## src/rtl/uhse_pkg.sv

```systemverilog
// constants and types shared by the host status and event logic
package uhse_pkg;
   // status register location inside the operational register space
   localparam logic [7:0] STS_OFFSET = 8'h10;
   localparam int STS_WIDTH = 32;

   // read-only state bits
   localparam int BIT_ASYNC_STATE = 15;
   localparam int BIT_PERIODIC_STATE = 14;
   localparam int BIT_RECLAMATION = 13;
   localparam int BIT_HALTED = 12;

   // event flags, also the index into the flag bank
   localparam int EVENT_COUNT = 6;
   localparam int EV_ASYNC_ADVANCE = 5;
   localparam int EV_HOST_ERROR = 4;
   localparam int EV_ROLLOVER = 3;
   localparam int EV_PORT_CHANGE = 2;
   localparam int EV_XFER_ERROR = 1;
   localparam int EV_XFER_COMPLETE = 0;

   localparam logic [31:0] STS_READ_MASK = 32'h0000f03f;
   localparam logic [5:0] EVENT_RESET = 6'h00;
   localparam logic HALTED_RESET = 1'b1;

   // frame list size encodings and the index bit that toggles at rollover
   localparam int FRAME_INDEX_WIDTH = 14;
   localparam logic [1:0] FLS_1024 = 2'h0;
   localparam logic [1:0] FLS_512 = 2'h1;
   localparam logic [1:0] FLS_256 = 2'h2;
   localparam int ROLL_BIT_1024 = 13;
   localparam int ROLL_BIT_512 = 12;
   localparam int ROLL_BIT_256 = 11;

   typedef enum logic [2:0] {
      HALT_RUN = 3'h1,
      HALT_STOPPING = 3'h2,
      HALT_HALTED = 3'h4
   } uhse_halt_e;
endpackage : uhse_pkg

```

## src/rtl/uhse_flag_bank.sv

```systemverilog
// bank of sticky event flags, set by hardware, cleared by writing ones
`timescale 1ns/100ps
`default_nettype none
module uhse_flag_bank (
   input wire logic clock_i,
   input wire logic srst_i,
   input wire logic [uhse_pkg::EVENT_COUNT-1:0] set_i,
   input wire logic [uhse_pkg::EVENT_COUNT-1:0] clear_i,
   input wire logic [uhse_pkg::EVENT_COUNT-1:0] load_en_i,
   input wire logic [uhse_pkg::EVENT_COUNT-1:0] load_val_i,
   output logic [uhse_pkg::EVENT_COUNT-1:0] flags_o
);
   logic [uhse_pkg::EVENT_COUNT-1:0] flags_q;
   logic [uhse_pkg::EVENT_COUNT-1:0] flags_d;

   // a set in the same cycle as a clear or load always wins
   always_comb begin
      flags_d = ((flags_q & ~clear_i) & ~load_en_i) | (load_val_i & load_en_i) | set_i;
   end

   always_ff @(posedge clock_i) begin
      if (srst_i) begin
         flags_q <= uhse_pkg::EVENT_RESET;
      end else begin
         flags_q <= flags_d;
      end
   end

   assign flags_o = flags_q;
endmodule // uhse_flag_bank
`default_nettype wire

```

## src/rtl/uhse_rollover.sv

```systemverilog
// frame list rollover detector following the programmed list size
`timescale 1ns/100ps
`default_nettype none
module uhse_rollover (
   input wire logic clock_i,
   input wire logic srst_i,
   input wire logic [uhse_pkg::FRAME_INDEX_WIDTH-1:0] frame_index_i,
   input wire logic [1:0] frame_list_size_i,
   output logic rollover_o
);
   logic track_q;
   logic track_d;
   logic rollover_q;
   // first cycle after reset only loads the tracker, else a high index bit
   // would look like a toggle against the cleared tracker
   logic primed_q;

   function automatic logic roll_bit(input logic [uhse_pkg::FRAME_INDEX_WIDTH-1:0] idx,
                                     input logic [1:0] frame_list_size);
      case (frame_list_size)
         uhse_pkg::FLS_512: roll_bit = idx[uhse_pkg::ROLL_BIT_512];
         uhse_pkg::FLS_256: roll_bit = idx[uhse_pkg::ROLL_BIT_256];
         default: roll_bit = idx[uhse_pkg::ROLL_BIT_1024];
      endcase
   endfunction

   // list size is only changed while halted, so a size change is not filtered
   always_comb begin
      track_d = roll_bit(frame_index_i, frame_list_size_i);
   end

   always_ff @(posedge clock_i) begin
      if (srst_i) begin
         track_q <= 1'b0;
         rollover_q <= 1'b0;
         primed_q <= 1'b0;
      end else begin
         track_q <= track_d;
         primed_q <= 1'b1;
         rollover_q <= primed_q & (track_d ^ track_q);
      end
   end

   assign rollover_o = rollover_q;
endmodule // uhse_rollover
`default_nettype wire

```

## src/rtl/uhse_status.sv

```systemverilog
// host controller status register: schedule state, halted state, event flags
//
// Contract
// - async state bit mirrors real engine state
// - async state may lag its enable control
// - periodic state bit mirrors real engine state
// - periodic state may lag its enable control
// - read-only reclamation bit, default zero
// - halted is one at reset, zero while running
// - halted set only after engine truly stopped
// - doorbell then next async advance sets flag
// - host bus faults set host error flag
// - host error clears run control itself
// - rollover flag set when index wraps
// - rollover point follows frame list size
// - owned port change or resume sets flag
// - port flag reloads from change OR on wake
// - failed transaction sets transfer error flag
// - error with completion marker sets both flags
// - retired marked descriptor sets complete flag
// - short packet also sets complete flag
// - flags clear by writing ones; the port flag also clears on a wake reload with a zero port change summary
// - enabled set flag raises interrupt; polling works
`timescale 1ns/100ps
`default_nettype none
module uhse_status (
   input wire logic clock_i,
   input wire logic srst_i,
   // register access
   input wire logic wr_en_i,
   input wire logic [31:0] wr_data_i,
   output logic [31:0] rd_data_o,
   // command and enable controls held outside
   input wire logic run_control_i,
   input wire logic async_sched_enable_i,
   input wire logic periodic_sched_enable_i,
   input wire logic async_advance_doorbell_i,
   input wire logic [1:0] frame_list_size_i,
   input wire logic [5:0] int_enable_i,
   // schedule engine state
   input wire logic async_engine_running_i,
   input wire logic periodic_engine_running_i,
   input wire logic reclamation_i,
   input wire logic engine_idle_i,
   input wire logic async_advance_i,
   input wire logic engine_error_i,
   // transfer descriptor retirement
   input wire logic td_retire_i,
   input wire logic td_ioc_i,
   input wire logic td_error_i,
   input wire logic short_packet_i,
   // host bus faults
   input wire logic parity_error_i,
   input wire logic master_abort_i,
   input wire logic target_abort_i,
   // frame index and ports
   input wire logic [uhse_pkg::FRAME_INDEX_WIDTH-1:0] frame_index_i,
   input wire logic port_change_i,
   input wire logic force_resume_i,
   input wire logic wake_load_i,
   input wire logic port_change_summary_i,
   // outputs
   output logic run_clear_o,
   output logic halted_o,
   output logic async_sched_state_o,
   output logic periodic_sched_state_o,
   output logic [5:0] event_flags_o,
   output logic irq_o
);
   // reset image of the whole register: only the halted bit reads one
   localparam logic [31:0] STS_RESET_VALUE =
      32'(uhse_pkg::HALTED_RESET) << uhse_pkg::BIT_HALTED;

   typedef logic [uhse_pkg::EVENT_COUNT-1:0] uhse_event_t;

   // halt sequencing
   uhse_pkg::uhse_halt_e halt_state_q;
   uhse_pkg::uhse_halt_e halt_state_d;
   logic halted_q;
   logic halted_d;
   logic hw_stop_q;
   logic hw_stop_d;
   logic run_eff;
   logic fault_now;

   // schedule state mirrors
   logic async_state_q;
   logic periodic_state_q;
   logic reclamation_flag_q;

   // doorbell arming
   logic doorbell_armed_q;
   logic doorbell_armed_d;

   // event flag traffic
   logic rollover_pulse;
   uhse_event_t ev_set;
   uhse_event_t ev_clear;
   uhse_event_t ev_load_en;
   uhse_event_t ev_load_val;
   uhse_event_t flags;

   // registered outputs
   logic irq_q;
   logic [31:0] rd_data_q;

   // all three bus faults are treated alike
   function automatic logic host_fault(input logic parity,
                                       input logic m_abort,
                                       input logic t_abort);
      host_fault = parity | m_abort | t_abort;
   endfunction

   // assemble the visible register word from its parts
   function automatic logic [31:0] pack_status(input logic async_s,
                                               input logic periodic_s,
                                               input logic reclamation_flag,
                                               input logic halted,
                                               input logic [uhse_pkg::EVENT_COUNT-1:0] ev);
      logic [31:0] word;
      word = '0;
      word[uhse_pkg::BIT_ASYNC_STATE] = async_s;
      word[uhse_pkg::BIT_PERIODIC_STATE] = periodic_s;
      word[uhse_pkg::BIT_RECLAMATION] = reclamation_flag;
      word[uhse_pkg::BIT_HALTED] = halted;
      word[uhse_pkg::EVENT_COUNT-1:0] = ev;
      pack_status = word & uhse_pkg::STS_READ_MASK;
   endfunction

   always_comb begin
      fault_now = host_fault(parity_error_i, master_abort_i, target_abort_i);
   end

   // a hardware stop holds until software drops run control,
   // so a stale run bit outside cannot restart the schedule
   always_comb begin
      run_eff = run_control_i & ~hw_stop_q;
   end

   always_comb begin
      hw_stop_d = fault_now | engine_error_i | (hw_stop_q & run_control_i);
   end

   always_ff @(posedge clock_i) begin
      if (srst_i) begin
         hw_stop_q <= 1'b0;
      end else begin
         hw_stop_q <= hw_stop_d;
      end
   end

   // stopping waits for the engine to drain its pipeline
   always_comb begin
      halt_state_d = halt_state_q;
      case (halt_state_q)
         uhse_pkg::HALT_RUN: begin
            if (!run_eff) begin
               halt_state_d = uhse_pkg::HALT_STOPPING;
            end
         end
         uhse_pkg::HALT_STOPPING: begin
            if (run_eff) begin
               halt_state_d = uhse_pkg::HALT_RUN;
            end else if (engine_idle_i) begin
               halt_state_d = uhse_pkg::HALT_HALTED;
            end
         end
         uhse_pkg::HALT_HALTED: begin
            if (run_eff) begin
               halt_state_d = uhse_pkg::HALT_RUN;
            end
         end
         default: begin
            halt_state_d = uhse_pkg::HALT_HALTED;
         end
      endcase
   end

   always_comb begin
      halted_d = (halt_state_d == uhse_pkg::HALT_HALTED);
   end

   always_ff @(posedge clock_i) begin
      if (srst_i) begin
         halt_state_q <= uhse_pkg::HALT_HALTED;
      end else begin
         halt_state_q <= halt_state_d;
      end
   end

   always_ff @(posedge clock_i) begin
      if (srst_i) begin
         halted_q <= uhse_pkg::HALTED_RESET;
      end else begin
         halted_q <= halted_d;
      end
   end

   // state bits follow the engines, not the enables; the lag is
   // for software to watch by comparing with its own enable bits
   always_ff @(posedge clock_i) begin
      if (srst_i) begin
         async_state_q <= 1'b0;
         periodic_state_q <= 1'b0;
      end else begin
         async_state_q <= async_engine_running_i;
         periodic_state_q <= periodic_engine_running_i;
      end
   end

   always_ff @(posedge clock_i) begin
      if (srst_i) begin
         reclamation_flag_q <= 1'b0;
      end else begin
         reclamation_flag_q <= reclamation_i;
      end
   end

   // doorbell stays armed until the next asynchronous advance
   always_comb begin
      doorbell_armed_d = (doorbell_armed_q & ~async_advance_i) | async_advance_doorbell_i;
   end

   always_ff @(posedge clock_i) begin
      if (srst_i) begin
         doorbell_armed_q <= 1'b0;
      end else begin
         doorbell_armed_q <= doorbell_armed_d;
      end
   end

   // port_change_i arrives already qualified by a cleared handoff bit
   always_comb begin
      ev_set = '0;
      ev_set[uhse_pkg::EV_XFER_COMPLETE] = (td_retire_i & td_ioc_i) | short_packet_i;
      ev_set[uhse_pkg::EV_XFER_ERROR] = td_retire_i & td_error_i;
      ev_set[uhse_pkg::EV_PORT_CHANGE] = port_change_i | force_resume_i;
      ev_set[uhse_pkg::EV_ROLLOVER] = rollover_pulse;
      ev_set[uhse_pkg::EV_HOST_ERROR] = fault_now;
      ev_set[uhse_pkg::EV_ASYNC_ADVANCE] = doorbell_armed_q & async_advance_i;
   end

   // only ones in the written word clear; reserved bits are dropped
   always_comb begin
      ev_clear = '0;
      if (wr_en_i) begin
         ev_clear = wr_data_i[uhse_pkg::EVENT_COUNT-1:0];
      end
   end

   // on wake the port flag is rebuilt from the port change summary
   always_comb begin
      ev_load_en = '0;
      ev_load_val = '0;
      ev_load_en[uhse_pkg::EV_PORT_CHANGE] = wake_load_i;
      ev_load_val[uhse_pkg::EV_PORT_CHANGE] = port_change_summary_i;
   end

   uhse_flag_bank u_flag_bank (
      .clock_i(clock_i),
      .srst_i(srst_i),
      .set_i(ev_set),
      .clear_i(ev_clear),
      .load_en_i(ev_load_en),
      .load_val_i(ev_load_val),
      .flags_o(flags)
   );

   uhse_rollover u_rollover (
      .clock_i(clock_i),
      .srst_i(srst_i),
      .frame_index_i(frame_index_i),
      .frame_list_size_i(frame_list_size_i),
      .rollover_o(rollover_pulse)
   );

   // disabled flags stay visible for polling, they just raise no irq
   always_ff @(posedge clock_i) begin
      if (srst_i) begin
         irq_q <= 1'b0;
      end else begin
         irq_q <= |(flags & int_enable_i);
      end
   end

   // read data trails the flags by one cycle to keep the output a flop
   always_ff @(posedge clock_i) begin
      if (srst_i) begin
         rd_data_q <= STS_RESET_VALUE;
      end else begin
         rd_data_q <= pack_status(async_state_q, periodic_state_q, reclamation_flag_q, halted_q, flags);
      end
   end

   assign rd_data_o = rd_data_q;
   assign run_clear_o = hw_stop_q;
   assign halted_o = halted_q;
   assign async_sched_state_o = async_state_q;
   assign periodic_sched_state_o = periodic_state_q;
   assign event_flags_o = flags;
   assign irq_o = irq_q;
endmodule // uhse_status
`default_nettype wire
```

## config.mk

```make
export PLATFORM = sky130hd
export DESIGN_NAME = uhse_status
export DESIGN_NICKNAME = d
export VERILOG_FILES = /design/src/rtl/uhse_pkg.sv /design/src/rtl/uhse_flag_bank.sv /design/src/rtl/uhse_rollover.sv /design/src/rtl/uhse_status.sv
export SDC_FILE = /design/constraint.sdc
export NUM_CORES = 1
export LEC_CHECK = 0
export BUFFER_PORTS_ARGS = -buffer_cell sky130_fd_sc_hd__buf_2
export CORE_ASPECT_RATIO = 1.75
export CORE_MARGIN = 5
export CORE_UTILIZATION = 35
export CTS_CLUSTER_SIZE = 16
export DETAILED_ROUTE_END_ITERATION = 8
export HOLD_SLACK_MARGIN = 0.12
export PLACE_DENSITY = 0.92
export SYNTH_ARGS = -nofsm -noshare
export SYNTH_HDL_FRONTEND = slang
export SYNTH_SLANG_ARGS = --single-unit
export TNS_END_PERCENT = 1
```

## constraint.sdc

```tcl
create_clock -name clock_i -period 3.72 [get_ports clock_i]
set_input_delay 0.744 -clock clock_i [delete_from_list [all_inputs] [get_ports clock_i]]
set_output_delay 0.744 -clock clock_i [all_outputs]
set_load 0.02 [all_outputs]
```

==> results of run 1 <==
[per-layer routing]
layer	up-vias	share of wire, %	wire length [microns]
met4	0	2.5	62
met5	-	0	0
met1	444	34	865
li1	497	-	-
met2	60	48	1220
met3	7	15	375
[path summary, 6_finish.rpt]
| path | endpoint | slack (ns) | from | cells after the start |
|---|---|---|---|---|
| min reg2reg | u_rollover.rollover_o | 0.43 | u_rollover.primed_q | 2 |
| min | u_rollover.rollover_o | 0.43 | u_rollover.primed_q | 2 |
| max | event_flags_o[3] | 2.14 | u_flag_bank.flags_o[3] | 1 |
| max reg2reg | halted_o | 2.65 | run_clear_o | 3 |
[cells in the mapped netlist]
cell      instances  share of area (%)
dfxtp_1          29                 49
buf_4            22                 14
nor2b_1          12                6.4
nand2_1           8                2.6
nor2_1            7                2.2
a21oi_1           6                2.6
a22oi_1           5                3.2
inv_1             5                1.6
nand2b_1          4                2.1
o21ai_0           3                1.3
a211oi_1          2                1.3
clkbuf_1          2               0.64
ha_1              2                2.1
nor3_1            2               0.85
o31ai_1           2                1.3
a21o_1            1               0.64
a21oi_2           1               0.74
a221o_1           1               0.85
a221oi_1          1               0.74
a31oi_1           1               0.53
and3_1            1               0.53
and3_2            1               0.64
conb_1            1               0.32
nand3_1           1               0.42
nand3b_1          1               0.64
nor4b_2           1                1.3
or2_2             1               0.53
xor2_1            1               0.74
[cell type report]
class | count | area, sq um
clock buffer | 7 | 96.3
tap | 45 | 56.3
sequential | 29 | 581
multi-input combinational | 87 | 484
clock inverter | 1 | 5.00
inverter | 5 | 18.8
timing repair buffer | 59 | 295
fill | 351 | 1790
[kinds of logic (layout without fill, tap and decap cells)]
family / after synthesis / count (layout) / synth area share [%]
AO/OA/AOI/OAI: 23 / 23 / 13.1
flip-flops: 29 / 29 / 49.3
AND/OR/NAND/NOR: 39 / 39 / 18.2
other: 1 / 22 / 0.319
XOR/XNOR: 1 / 1 / 0.744
buffers and inverters: 29 / 72 / 16.3
adder cells (fa/ha/maj): 2 / 2 / 2.13
[report_power, final]
part           internal, mW  switching (mW)  leakage, nW
clock network         0.167           0.109       0.0542
logic                0.0392          0.0646        0.488
registers             0.328         0.00889        0.240
total                 0.534           0.183        0.782
[state kept, by name, summed over array words and instances (netlist names)]
name	cells
halt_state_q	3
u_rollover.rollover_o	1
run_clear_o	1
rd_data_o	10
u_flag_bank.flags_o	6
async_sched_state_o	1
halted_o	1
doorbell_armed_q	1
u_rollover.primed_q	1
periodic_sched_state_o	1
irq_o	1
reclamation_flag_q	1
u_rollover.track_q	1
[tightest hold or removal path: stages (launching register included)]
cell     delay [ns]
dfxtp_1        0.30
nand2_1        0.06
a21oi_2        0.03
[per-stage QoR]
stage                     setup slack (ns)  hold slack, ns  util, %  power [mW]  std cells
final                                 2.14           0.433     46.2       0.717        233
after global routing                  2.07           0.449     46.2       0.751        233
after CTS                             2.13           0.436     46.2       0.728        233
after detailed placement              1.89           0.426     43.1       0.448        225
after global placement                1.92           0.418     43.1       0.445        225
after floorplan                       2.04           0.411        -       0.426        145
==> results list, run 1 <==
- For this run, the number of Yosys warnings is 0.
- Synthesized instance count: roughly 120
* Required time reported for the critical path endpoint: roughly 3.0 ns
- Pin placement for this block handled around 120 I/O pins.
- The final hold violation count came to 0.
- In this design, the stage delay of the slowest critical-path cell is roughly 0.38 ns.
* Share of final-layout standard cells stronger than drive strength 1: 37.8%
- Area of the core: about 3300 sq um
* Library cell contributing the largest single delay on the critical path: dfxtp_1
- Inserted Clock Buffers: 5
* Leakage power of the design: 0.782 nW
- Clock slew at reported path FFs: ~0.06 ns
* Final HPWL from detailed placement: 2080 microns
- Leading cell types in the layout, fill and taps excluded: buf_2 (59), dfxtp_1 (29), conb_1 (22)
- Starting density of the core: 35.4%
- Clock skew on the completed layout was measured at 0.00543 ns.
- Antenna violation net count after detailed routing: 0
- Bufs and invs on worst path: 1
* Synth-to-Final Area Change: 30.5%
- The via count of the first global-routing pass is 906.
- The worst setup path is of the reg -> out kind.
* Layout net count: roughly 270
- STA classifies the critical path endpoint as an output pin.
* Cell chain of the critical path: buf_2
- Post-synthesis cell type count: 28
- TritonCTS clock tree: built
* Buffers inserted by post-CTS timing repair: 0
- The die is between 80 and 90 microns tall.
- DR vias/cell: 4.33
* Chip Width: about 54 microns
- After detailed routing, the average wire length per cell comes to 10.8 microns.
- Classification of the worst-slack hold path: reg -> reg
- Synth Area per Inst: ~9.5 sq um
* Synth Cell Area: between 1000 and 1500 sq um
- Count of input and output buffers: 59
- Summed over all failing endpoints, the final setup total negative slack is 0 ns.
- The die covers roughly 4700 sq um.
- Unrepaired setup endpoints after global routing: no
* RD Place Congestion: between 0.7 and 0.8
* Maximum number of pins on one net before global-route repair: 26
- Across all layers, the routed design uses approximately 1,000 vias.
- Setup violations remaining at the end of the flow were counted as 0.
- The worst setup path is launched from a flip-flop.
- Cell at the root of the clock tree: clkbuf_8
- For this design the ratio of total power to cell area is 467 nW/um^2.
* Site Rows: 28
- Run status: finished, final reports clean
- In the routed design, unresolved DRC markers number 0.
- Dividing the final minimum period by the clock period gives a little over two fifths.
- Max Slew Vio Count: 0
- GR Layer Usage met2: between 10% and 20%
- IR analysis of the VDD net gives a maximum drop of ~0.22 mV.
- The library cell used most frequently in the layout, excluding fill and tap cells, is buf_2.
- Broken down by cell family, the worst path's largest delay share belongs to flip-flops.
* Global-route met1 utilization: between 10% and 20%
- Buffer depth of the longest clock path: 2
- Sequential element share of the synthesized area: about half
* Max frequency: between 600 and 700 MHz
- Total number of H-tree levels: 2
- After the first detailed-routing iteration, the DRC count stood at 11.
- Met3 usage in global routing: under 10%
- For this run the aggregate overflow at the end of global routing stands at 0.
- The clock period could shrink to roughly 1.6 ns.
- Data arrives at the worst endpoint at around 0.83 ns.
- Diode insertion count for antenna repair: 0
* Number of antenna violations at the first check in global routing: 0
- The first detailed-routing pass ran for 4 iterations.
- After global routing, the most crowded layer is met2.
- Max FO, Critical Path: 4
* Area post-placement: 1440 sq um
- Gates resized during post-CTS repair numbered 0.
- Insertion delay of the later-clocked pin in the worst-skew pair: approximately 0.27 ns
- Summed over all layers, the routed wires come to approximately 2500 microns.
* CTS sink count: 29
* Hold buffer count at CTS: 0
- Total Routing Usage GR: between 10% and 20%
- First-pass GRT wire length: 3700 microns
- Design area: between 1500 and 2000 sq um
- Post-synthesis sequential element count: 29
* Number of maximum-capacitance constraint violations: 0
Note: power is estimated with default switching activity, not from simulation.
==> run 2, diff against run 1 <==
Settings changed: CORE_UTILIZATION 35 to 31, PLACE_DENSITY 0.92 to 0.87.
Clock period 3.72 ns to 1.42 ns, I/O delays scaled along.
==> results list, run 2 (synthesis results as in run 1) <==
* Number of maximum-capacitance constraint violations: 0 (unchanged)
- The number of optimization iterations in the first detailed-route pass was 3 (-1).
- Via count of the first global-routing pass: 971 (+7.2%)
- The final weighted congestion in routability-driven placement was 0.761 (-3.0%).
- Most frequent standard cell in the layout excluding fill and tap cells: buf_2
- In this run the critical register-to-register path is launched from run_clear_o.
- The area of the multi-input gates was 484 sq um (unchanged).
* Unrepaired setup endpoints after global routing: no
- Vias after detailed routing: 996 (-1.2%)
* Arrival time worst endpoint: 0.84 ns (about the same)
- Die span in y: 91.5 microns (+5.5%)
- The worst setup margin came to 0.298 ns (-1.84 ns).
- The post-detailed-route via-to-cell ratio was 4.24 (-2.0%).
- Fin Hold WS: 0.223 ns (-0.210 ns)
* Post-cts repair resize count: 0 (unchanged)
- The number of diodes added for antenna fixing was 0 (unchanged).
* Insertion delay of the later-clocked pin in the worst-skew pair: 0.27 ns (about the same)
- IO Pins: 121 (unchanged)
- The worst path in the final design needs a cycle of ~1.1 ns, including I/O delays and setup.
- Area of the core: 3660 sq um (+10%)
- The number of hold-repair buffers added at the cts stage was 0 (unchanged).
- The average wire per standard cell came to 10.6 microns (-1.9%).
- STA classifies the critical path startpoint as a flip-flop.
- TritonCTS built the clock tree.
- The final cell count without fillers was 235 (+0.86%).
* Chip Width: 56.6 microns (+5.1%)
- Crit. End Element: output pin
* Buffers inserted by post-CTS timing repair: 0 (unchanged)
* Worst r2r dst: halted_o
- The critical path goes through buf_2.
- The count of cells along the worst hold path was 2 (unchanged).
* Bufs and invs on worst path: 1 (unchanged)
- The CTS sink count was 29 (unchanged).
- Startpoint-to-endpoint class of the critical path: reg -> out
- In the layout the commonest cells are buf_2 (59), dfxtp_1 (29), conb_1 (22).
- Synth-to-Final Area Change: 29.6%
* Aggregate negative setup slack: 0 ns (unchanged)
- The global-route wire length before repair is 4180 microns (+13%).
* Library cell contributing the largest single delay on the critical path: dfxtp_1
- Layout net count: 268 (+0.37%)
- The final cell area excluding filler cells came to 1530 sq um (-0.65%).
- Storage cell area: 581 sq um (unchanged)
* Max frequency: just under 900 MHz
* Worst slack at placement: 0.0457 ns (-1.84 ns)
- Inserted Clock Buffers: 5 (unchanged)
- The biggest cell delay along the critical path is 0.37 ns (about the same).
* Fill cell instance count of the final layout: 385 (+9.7%)
- Post-layout total power: 1.77 mW (+150%)
- The post-detailed-placement half-perimeter wirelength came to 2140 microns (+3.2%).
- The startpoint identified for the worst hold timing path is reclamation_i.
- The pin count of the biggest net entering global routing is 20 (-23%).
* Largest register FFs: 10 (unchanged)
- The cell count after placement was 227 (+0.89%).
- Delay-heaviest family, CP: flip-flops
- The depth of the worst register-to-register path was 3 (unchanged).
- For hold timing, the worst endpoint is reclamation_flag_q.
- The final hold violation count is 0 (unchanged).
- The total overflow reported by the global router was 0 (unchanged).
- DRC violation count after routing: 0 (unchanged)
* Max FO, Critical Path: 4 (unchanged)
- Share of final-layout standard cells stronger than drive strength 1: 37.6% (-0.20 points)
- Maximum resistive drop on vdd: 0.482 mV (+120%)
- Max Slew Vio Count: 0 (unchanged)
- The count of final setup violators was 0 (unchanged).
* Required time reported for the critical path endpoint: 1.14 ns (-1.84 ns)
* Area post-placement: 1440 sq um (+0.61%)
* Share of the cycle needed by the critical path after routing: about four fifths
- Utilization after layout: 41.7% (-4.5 points)
* Count of input and output buffers: 59 (unchanged)
- Cell at the root of the clock tree: clkbuf_8
- The count of nets left with antenna violations after detail routing is 0 (unchanged).
- The total power density per cell area came to 1160 nW/um^2 (+150%).
- The slack of the worst reg-to-reg path is 0.31 ns (-2.34 ns).
- The leakage power of the design came to 0.778 nW (-0.57%).
- The worst setup skew after layout is 0.00288 ns (-0.00254 ns).
* Run status: finished, final reports clean
- Buffer depth of the longest clock path: 2 (unchanged)
- The all-layer global routing usage came to 10.4% (-0.73 points).
- The initial DRC count is 21 (+10).
- The area of the die came to 5180 sq um (+11%).
* Total number of H-tree levels: 2 (unchanged)
* Final routed wirelength across all metal layers: 2500 microns (-1.0%)
- The CTS clock-pin slew for the worst setup and hold paths is 0.06 ns (about the same).
- Number of antenna violations at the first check in global routing: 0 (unchanged)
- Site Rows: 29 (+3.6%)
* Starting density of the core: 32.1% (-3.2 points)
* Classification of the worst-slack hold path: in -> reg
[run 2: cell types whose count changed in the layout (fill, tap and decap cells not counted), sizes merged]
cell	delta
buf	+1
clkbuf	-1
clkinv	+1
[run 2: power by group]
group / total [mW] / switching (mW) / internal (mW)
Sequential: 0.883 / 0.0237 / 0.860
Combinational: 0.274 / 0.170 / 0.104
Clock: 0.610 / 0.272 / 0.338
Total: 1.77 / 0.466 / 1.30
[run 2: per-layer routing]
metal	share of wire [%]	GRT usage, %
met4	2.2	5.94
met3	14	4.82
met1	35	10.4
met2	49	17.3
met5	0	0
[run 2: final cells by class]
class	count	share of cell area [%]
timing repair buffer	60	19.8
clock inverter	2	0.656
clock buffer	6	4.75
multi-input combinational	87	31.7
inverter	5	1.23
tap	46	3.77
sequential	29	38.0
[run 2: worst max path at each step]
stage	from	end	slack [ns]	depth (start not counted)
floorplan	frame_list_size_i[0]	u_rollover.rollover_o	0.20	5
global placement	frame_list_size_i[0]	u_rollover.rollover_o	0.08	6
detailed placement	frame_list_size_i[0]	u_rollover.rollover_o	0.05	6
CTS	u_flag_bank.flags_o[5]	event_flags_o[5]	0.28	1
global route	run_clear_o	halted_o	0.24	3
finish	u_flag_bank.flags_o[5]	event_flags_o[5]	0.30	1
==> run 3, diff against run 2 <==
Clock period 1.42 ns to 0.95 ns, I/O delays scaled along.
==> results list, run 3 (synthesis results as in run 1) <==
* FF-to-FF setup slack: -0.04 ns (-0.35 ns)
* Crit. End Element: output pin
* Violations in the final reports: setup timing
- The total overflow reported by the global router is 0 (unchanged).
- The share of cells above drive strength 1 was 46.4% (+8.8 points).
- First-pass DRT Iterations: 4 (+1)
- The final cell count without fillers came to 238 (+1.3%).
* Max FO, Critical Path: 2 (-2)
- The arrival time of data at the critical path endpoint is 0.82 ns (-0.02 ns).
- Leakage power of the design: 0.834 nW (+7.2%)
- The total number of nets in the final design was 271 (+1.1%).
- CTS sink count: 29 (unchanged)
- Hold buffer count at CTS: 0 (unchanged)
- Required time reported for the critical path endpoint: 0.76 ns (-0.38 ns)
* Chip Width: 56.6 microns (unchanged)
- In this run the critical register-to-register path is launched from run_clear_o.
- CP startpoint kind: flip-flop
* Delay-heaviest family, CP: flip-flops
* Fill cell instance count of the final layout: 358 (-7.0%)
- The number of antenna violations at the first check in global routing was 0 (unchanged).
- The via count of the first global-routing pass was 1,007 (+3.7%).
* Insertion delay of the later-clocked pin in the worst-skew pair: 0.27 ns (about the same)
- The depth of the worst register-to-register path is 3 (unchanged).
- Cell chain of the critical path: buf_6, buf_6
* Largest register FFs: 10 (unchanged)
- The post-detailed-route via-to-cell ratio is 4.31 (+1.6%).
- Die span in y: 91.5 microns (unchanged)
- The area of the die is 5180 sq um (unchanged).
- The tree is rooted in a clkbuf_8.
* Diode insertion count for antenna repair: 0 (unchanged)
- IO Pins: 121 (unchanged)
* Vias after detailed routing: 1,025 (+2.9%)
- The final weighted congestion in routability-driven placement came to 0.760 (-0.11%).
* Buffer depth of the longest clock path: 2 (unchanged)
- Top cell by count, worst path: buf_6
- Power Density: 1670 nW/um^2 (+45%)
- Post-route worst setup slack: -0.0584 ns (-0.356 ns)
- Unrepaired setup endpoints after global routing: yes
* Area of the core: 3660 sq um (unchanged)
- The final hold violation count was 0 (unchanged).
- Compared with the post-synthesis result, the final layout area differs by 46.0%.
* Run status: finished with violations
- The slowest stage of the critical path is the dfxtp_2 cell.
- The final max-slew violation count is 0 (unchanged).
- The post-CTS setup repair buffer count was 0 (unchanged).
- The biggest cell delay along the critical path came to 0.32 ns (-0.05 ns).
- TritonCTS built the clock tree.
* Site Rows: 29 (unchanged)
- Skew final: 0.00402 ns (+0.00113 ns)
- The CTS H-tree depth came to 2 (unchanged).
- First-pass GRT wire length: 4330 microns (+3.5%)
- The all-layer global routing usage came to 10.5% (+0.14 points).
- Starting density of the core: 32.1% (unchanged)
- Routed wire length per instance: 10.9 microns (+2.5%)
* Crit. Startpoint: run_clear_o
* Aggregate negative setup slack: -0.121 ns (-0.121 ns)
* Count of cell instances traversed by the critical path: 2 (+1)
- Following the worst setup path forward leads to its endpoint at run_clear_o.
* Startpoint-to-endpoint class of the critical path: reg -> out
* Leading cell types in the layout, fill and taps excluded: buf_2 (38), conb_1 (22), dfxtp_1 (19)
- DRC violation count after routing: 0 (unchanged)
- Timing would allow up to 992 MHz.
- The final routed wirelength across all metal layers came to 2600 microns (+3.8%).
* Clock slew at reported path FFs: 0.06 ns (about the same)
- Dividing the final minimum period by the clock period gives 106%.
* Worst r2r dst: halt_state_q[2]
- Maximum number of pins on one net before global-route repair: 20 (unchanged)
* Number of placed instances with taps included: 230 (+1.3%)
* Inserted Clock Buffers: 5 (unchanged)
- Antenna violation net count after detailed routing: 0 (unchanged)
- Min cycle time layout: a little over 1 ns
- Number of maximum-capacitance constraint violations: 0 (unchanged)
* Maximum resistive drop on vdd: 1.02 mV (+110%)
- The initial DRC count is 6 (-71%).
- The worst hold path begins at reclamation_i.
* Classification of the worst-slack hold path: in -> reg
* Bufs and invs on worst path: 2 (+1)
- Count of final setup violators: 3 (+3)
- Most frequent standard cell in the layout excluding fill and tap cells: buf_2
- Count of input and output buffers: 59 (unchanged)
## run 3: changes by cell type in the layout (fill, tap and decap cells not counted), moves of 2 or more
cell	previous run	this run
dfxtp_1	29	19
buf_2	59	38
dfxtp_4	0	3
dfxtp_2	0	7
clkbuf_8	5	7
buf_6	0	13
buf_4	1	12
## run 3: layer usage
metal | global-route usage (%) | share of wire, % | up-vias | wire length [microns]
met3 | 3.12 | 11 | 2 | 290
met2 | 18.7 | 55 | 52 | 1420
li1 | - | - | 504 | -
met5 | 0 | 0 | - | 0
met4 | 5.94 | 1.6 | 0 | 41
met1 | 10.5 | 32 | 467 | 842
## run 3: where the power goes
group / switching (mW) / total, mW / internal (mW) / leakage [nW]
clock network: 0.417 / 1.07 / 0.653 / 0.0542
logic: 0.265 / 0.481 / 0.216 / 0.536
registers: 0.0414 / 1.33 / 1.29 / 0.243
## run 3: layout make-up
type                       count  area (sq um)  share of cell area, %
inverter                       5          23.8                   1.38
clock inverter                 1          5.00                  0.291
sequential                    29           601                   34.9
multi-input combinational     87           509                   29.6
tap                           46          57.6                   3.35
clock buffer                   7          96.3                   5.60
timing repair buffer          63           427                   24.8
## run 3: how the worst min path moves through the flow
stage / depth (start not counted) / to / slack, ns
6_report: 2 / reclamation_flag_q / 0.14
2_1_floorplan: 1 / async_sched_state_o / 0.26
3_3_place_gp: 3 / doorbell_armed_q / 0.40
5_1_grt: 2 / periodic_sched_state_o / 0.14
3_5_place_dp: 2 / async_sched_state_o / 0.41
4_1_cts: 2 / reclamation_flag_q / 0.13
## run 3: repair_timing
action / 4_1_cts / 5_1_grt
resized for setup: 23 / 24
cloned: 0 / 0
pin swaps: 0 / 0
setup endpoints to repair: 11 / 24
## run 3: worst reg2reg max path: stages (launching register included)
cell,delay [ns]
dfxtp_2,0.32
nand2b_4,0.16
nor4b_2,0.27
o31ai_1,0.12
## run 3: per-stage QoR
step	util [%]	setup slack, ns	total power [mW]	hold WS (ns)	instance area [sq um]
final	46.9	-0.0584	2.88	0.135	1720
after CTS	45.2	-0.0701	2.90	0.126	1660
after floorplan	-	-0.0719	1.67	0.262	1290
after global placement	40.8	-0.228	1.77	0.400	1500
after detailed placement	40.8	-0.286	1.78	0.406	1500
after global routing	46.9	-0.0991	3.04	0.135	1720
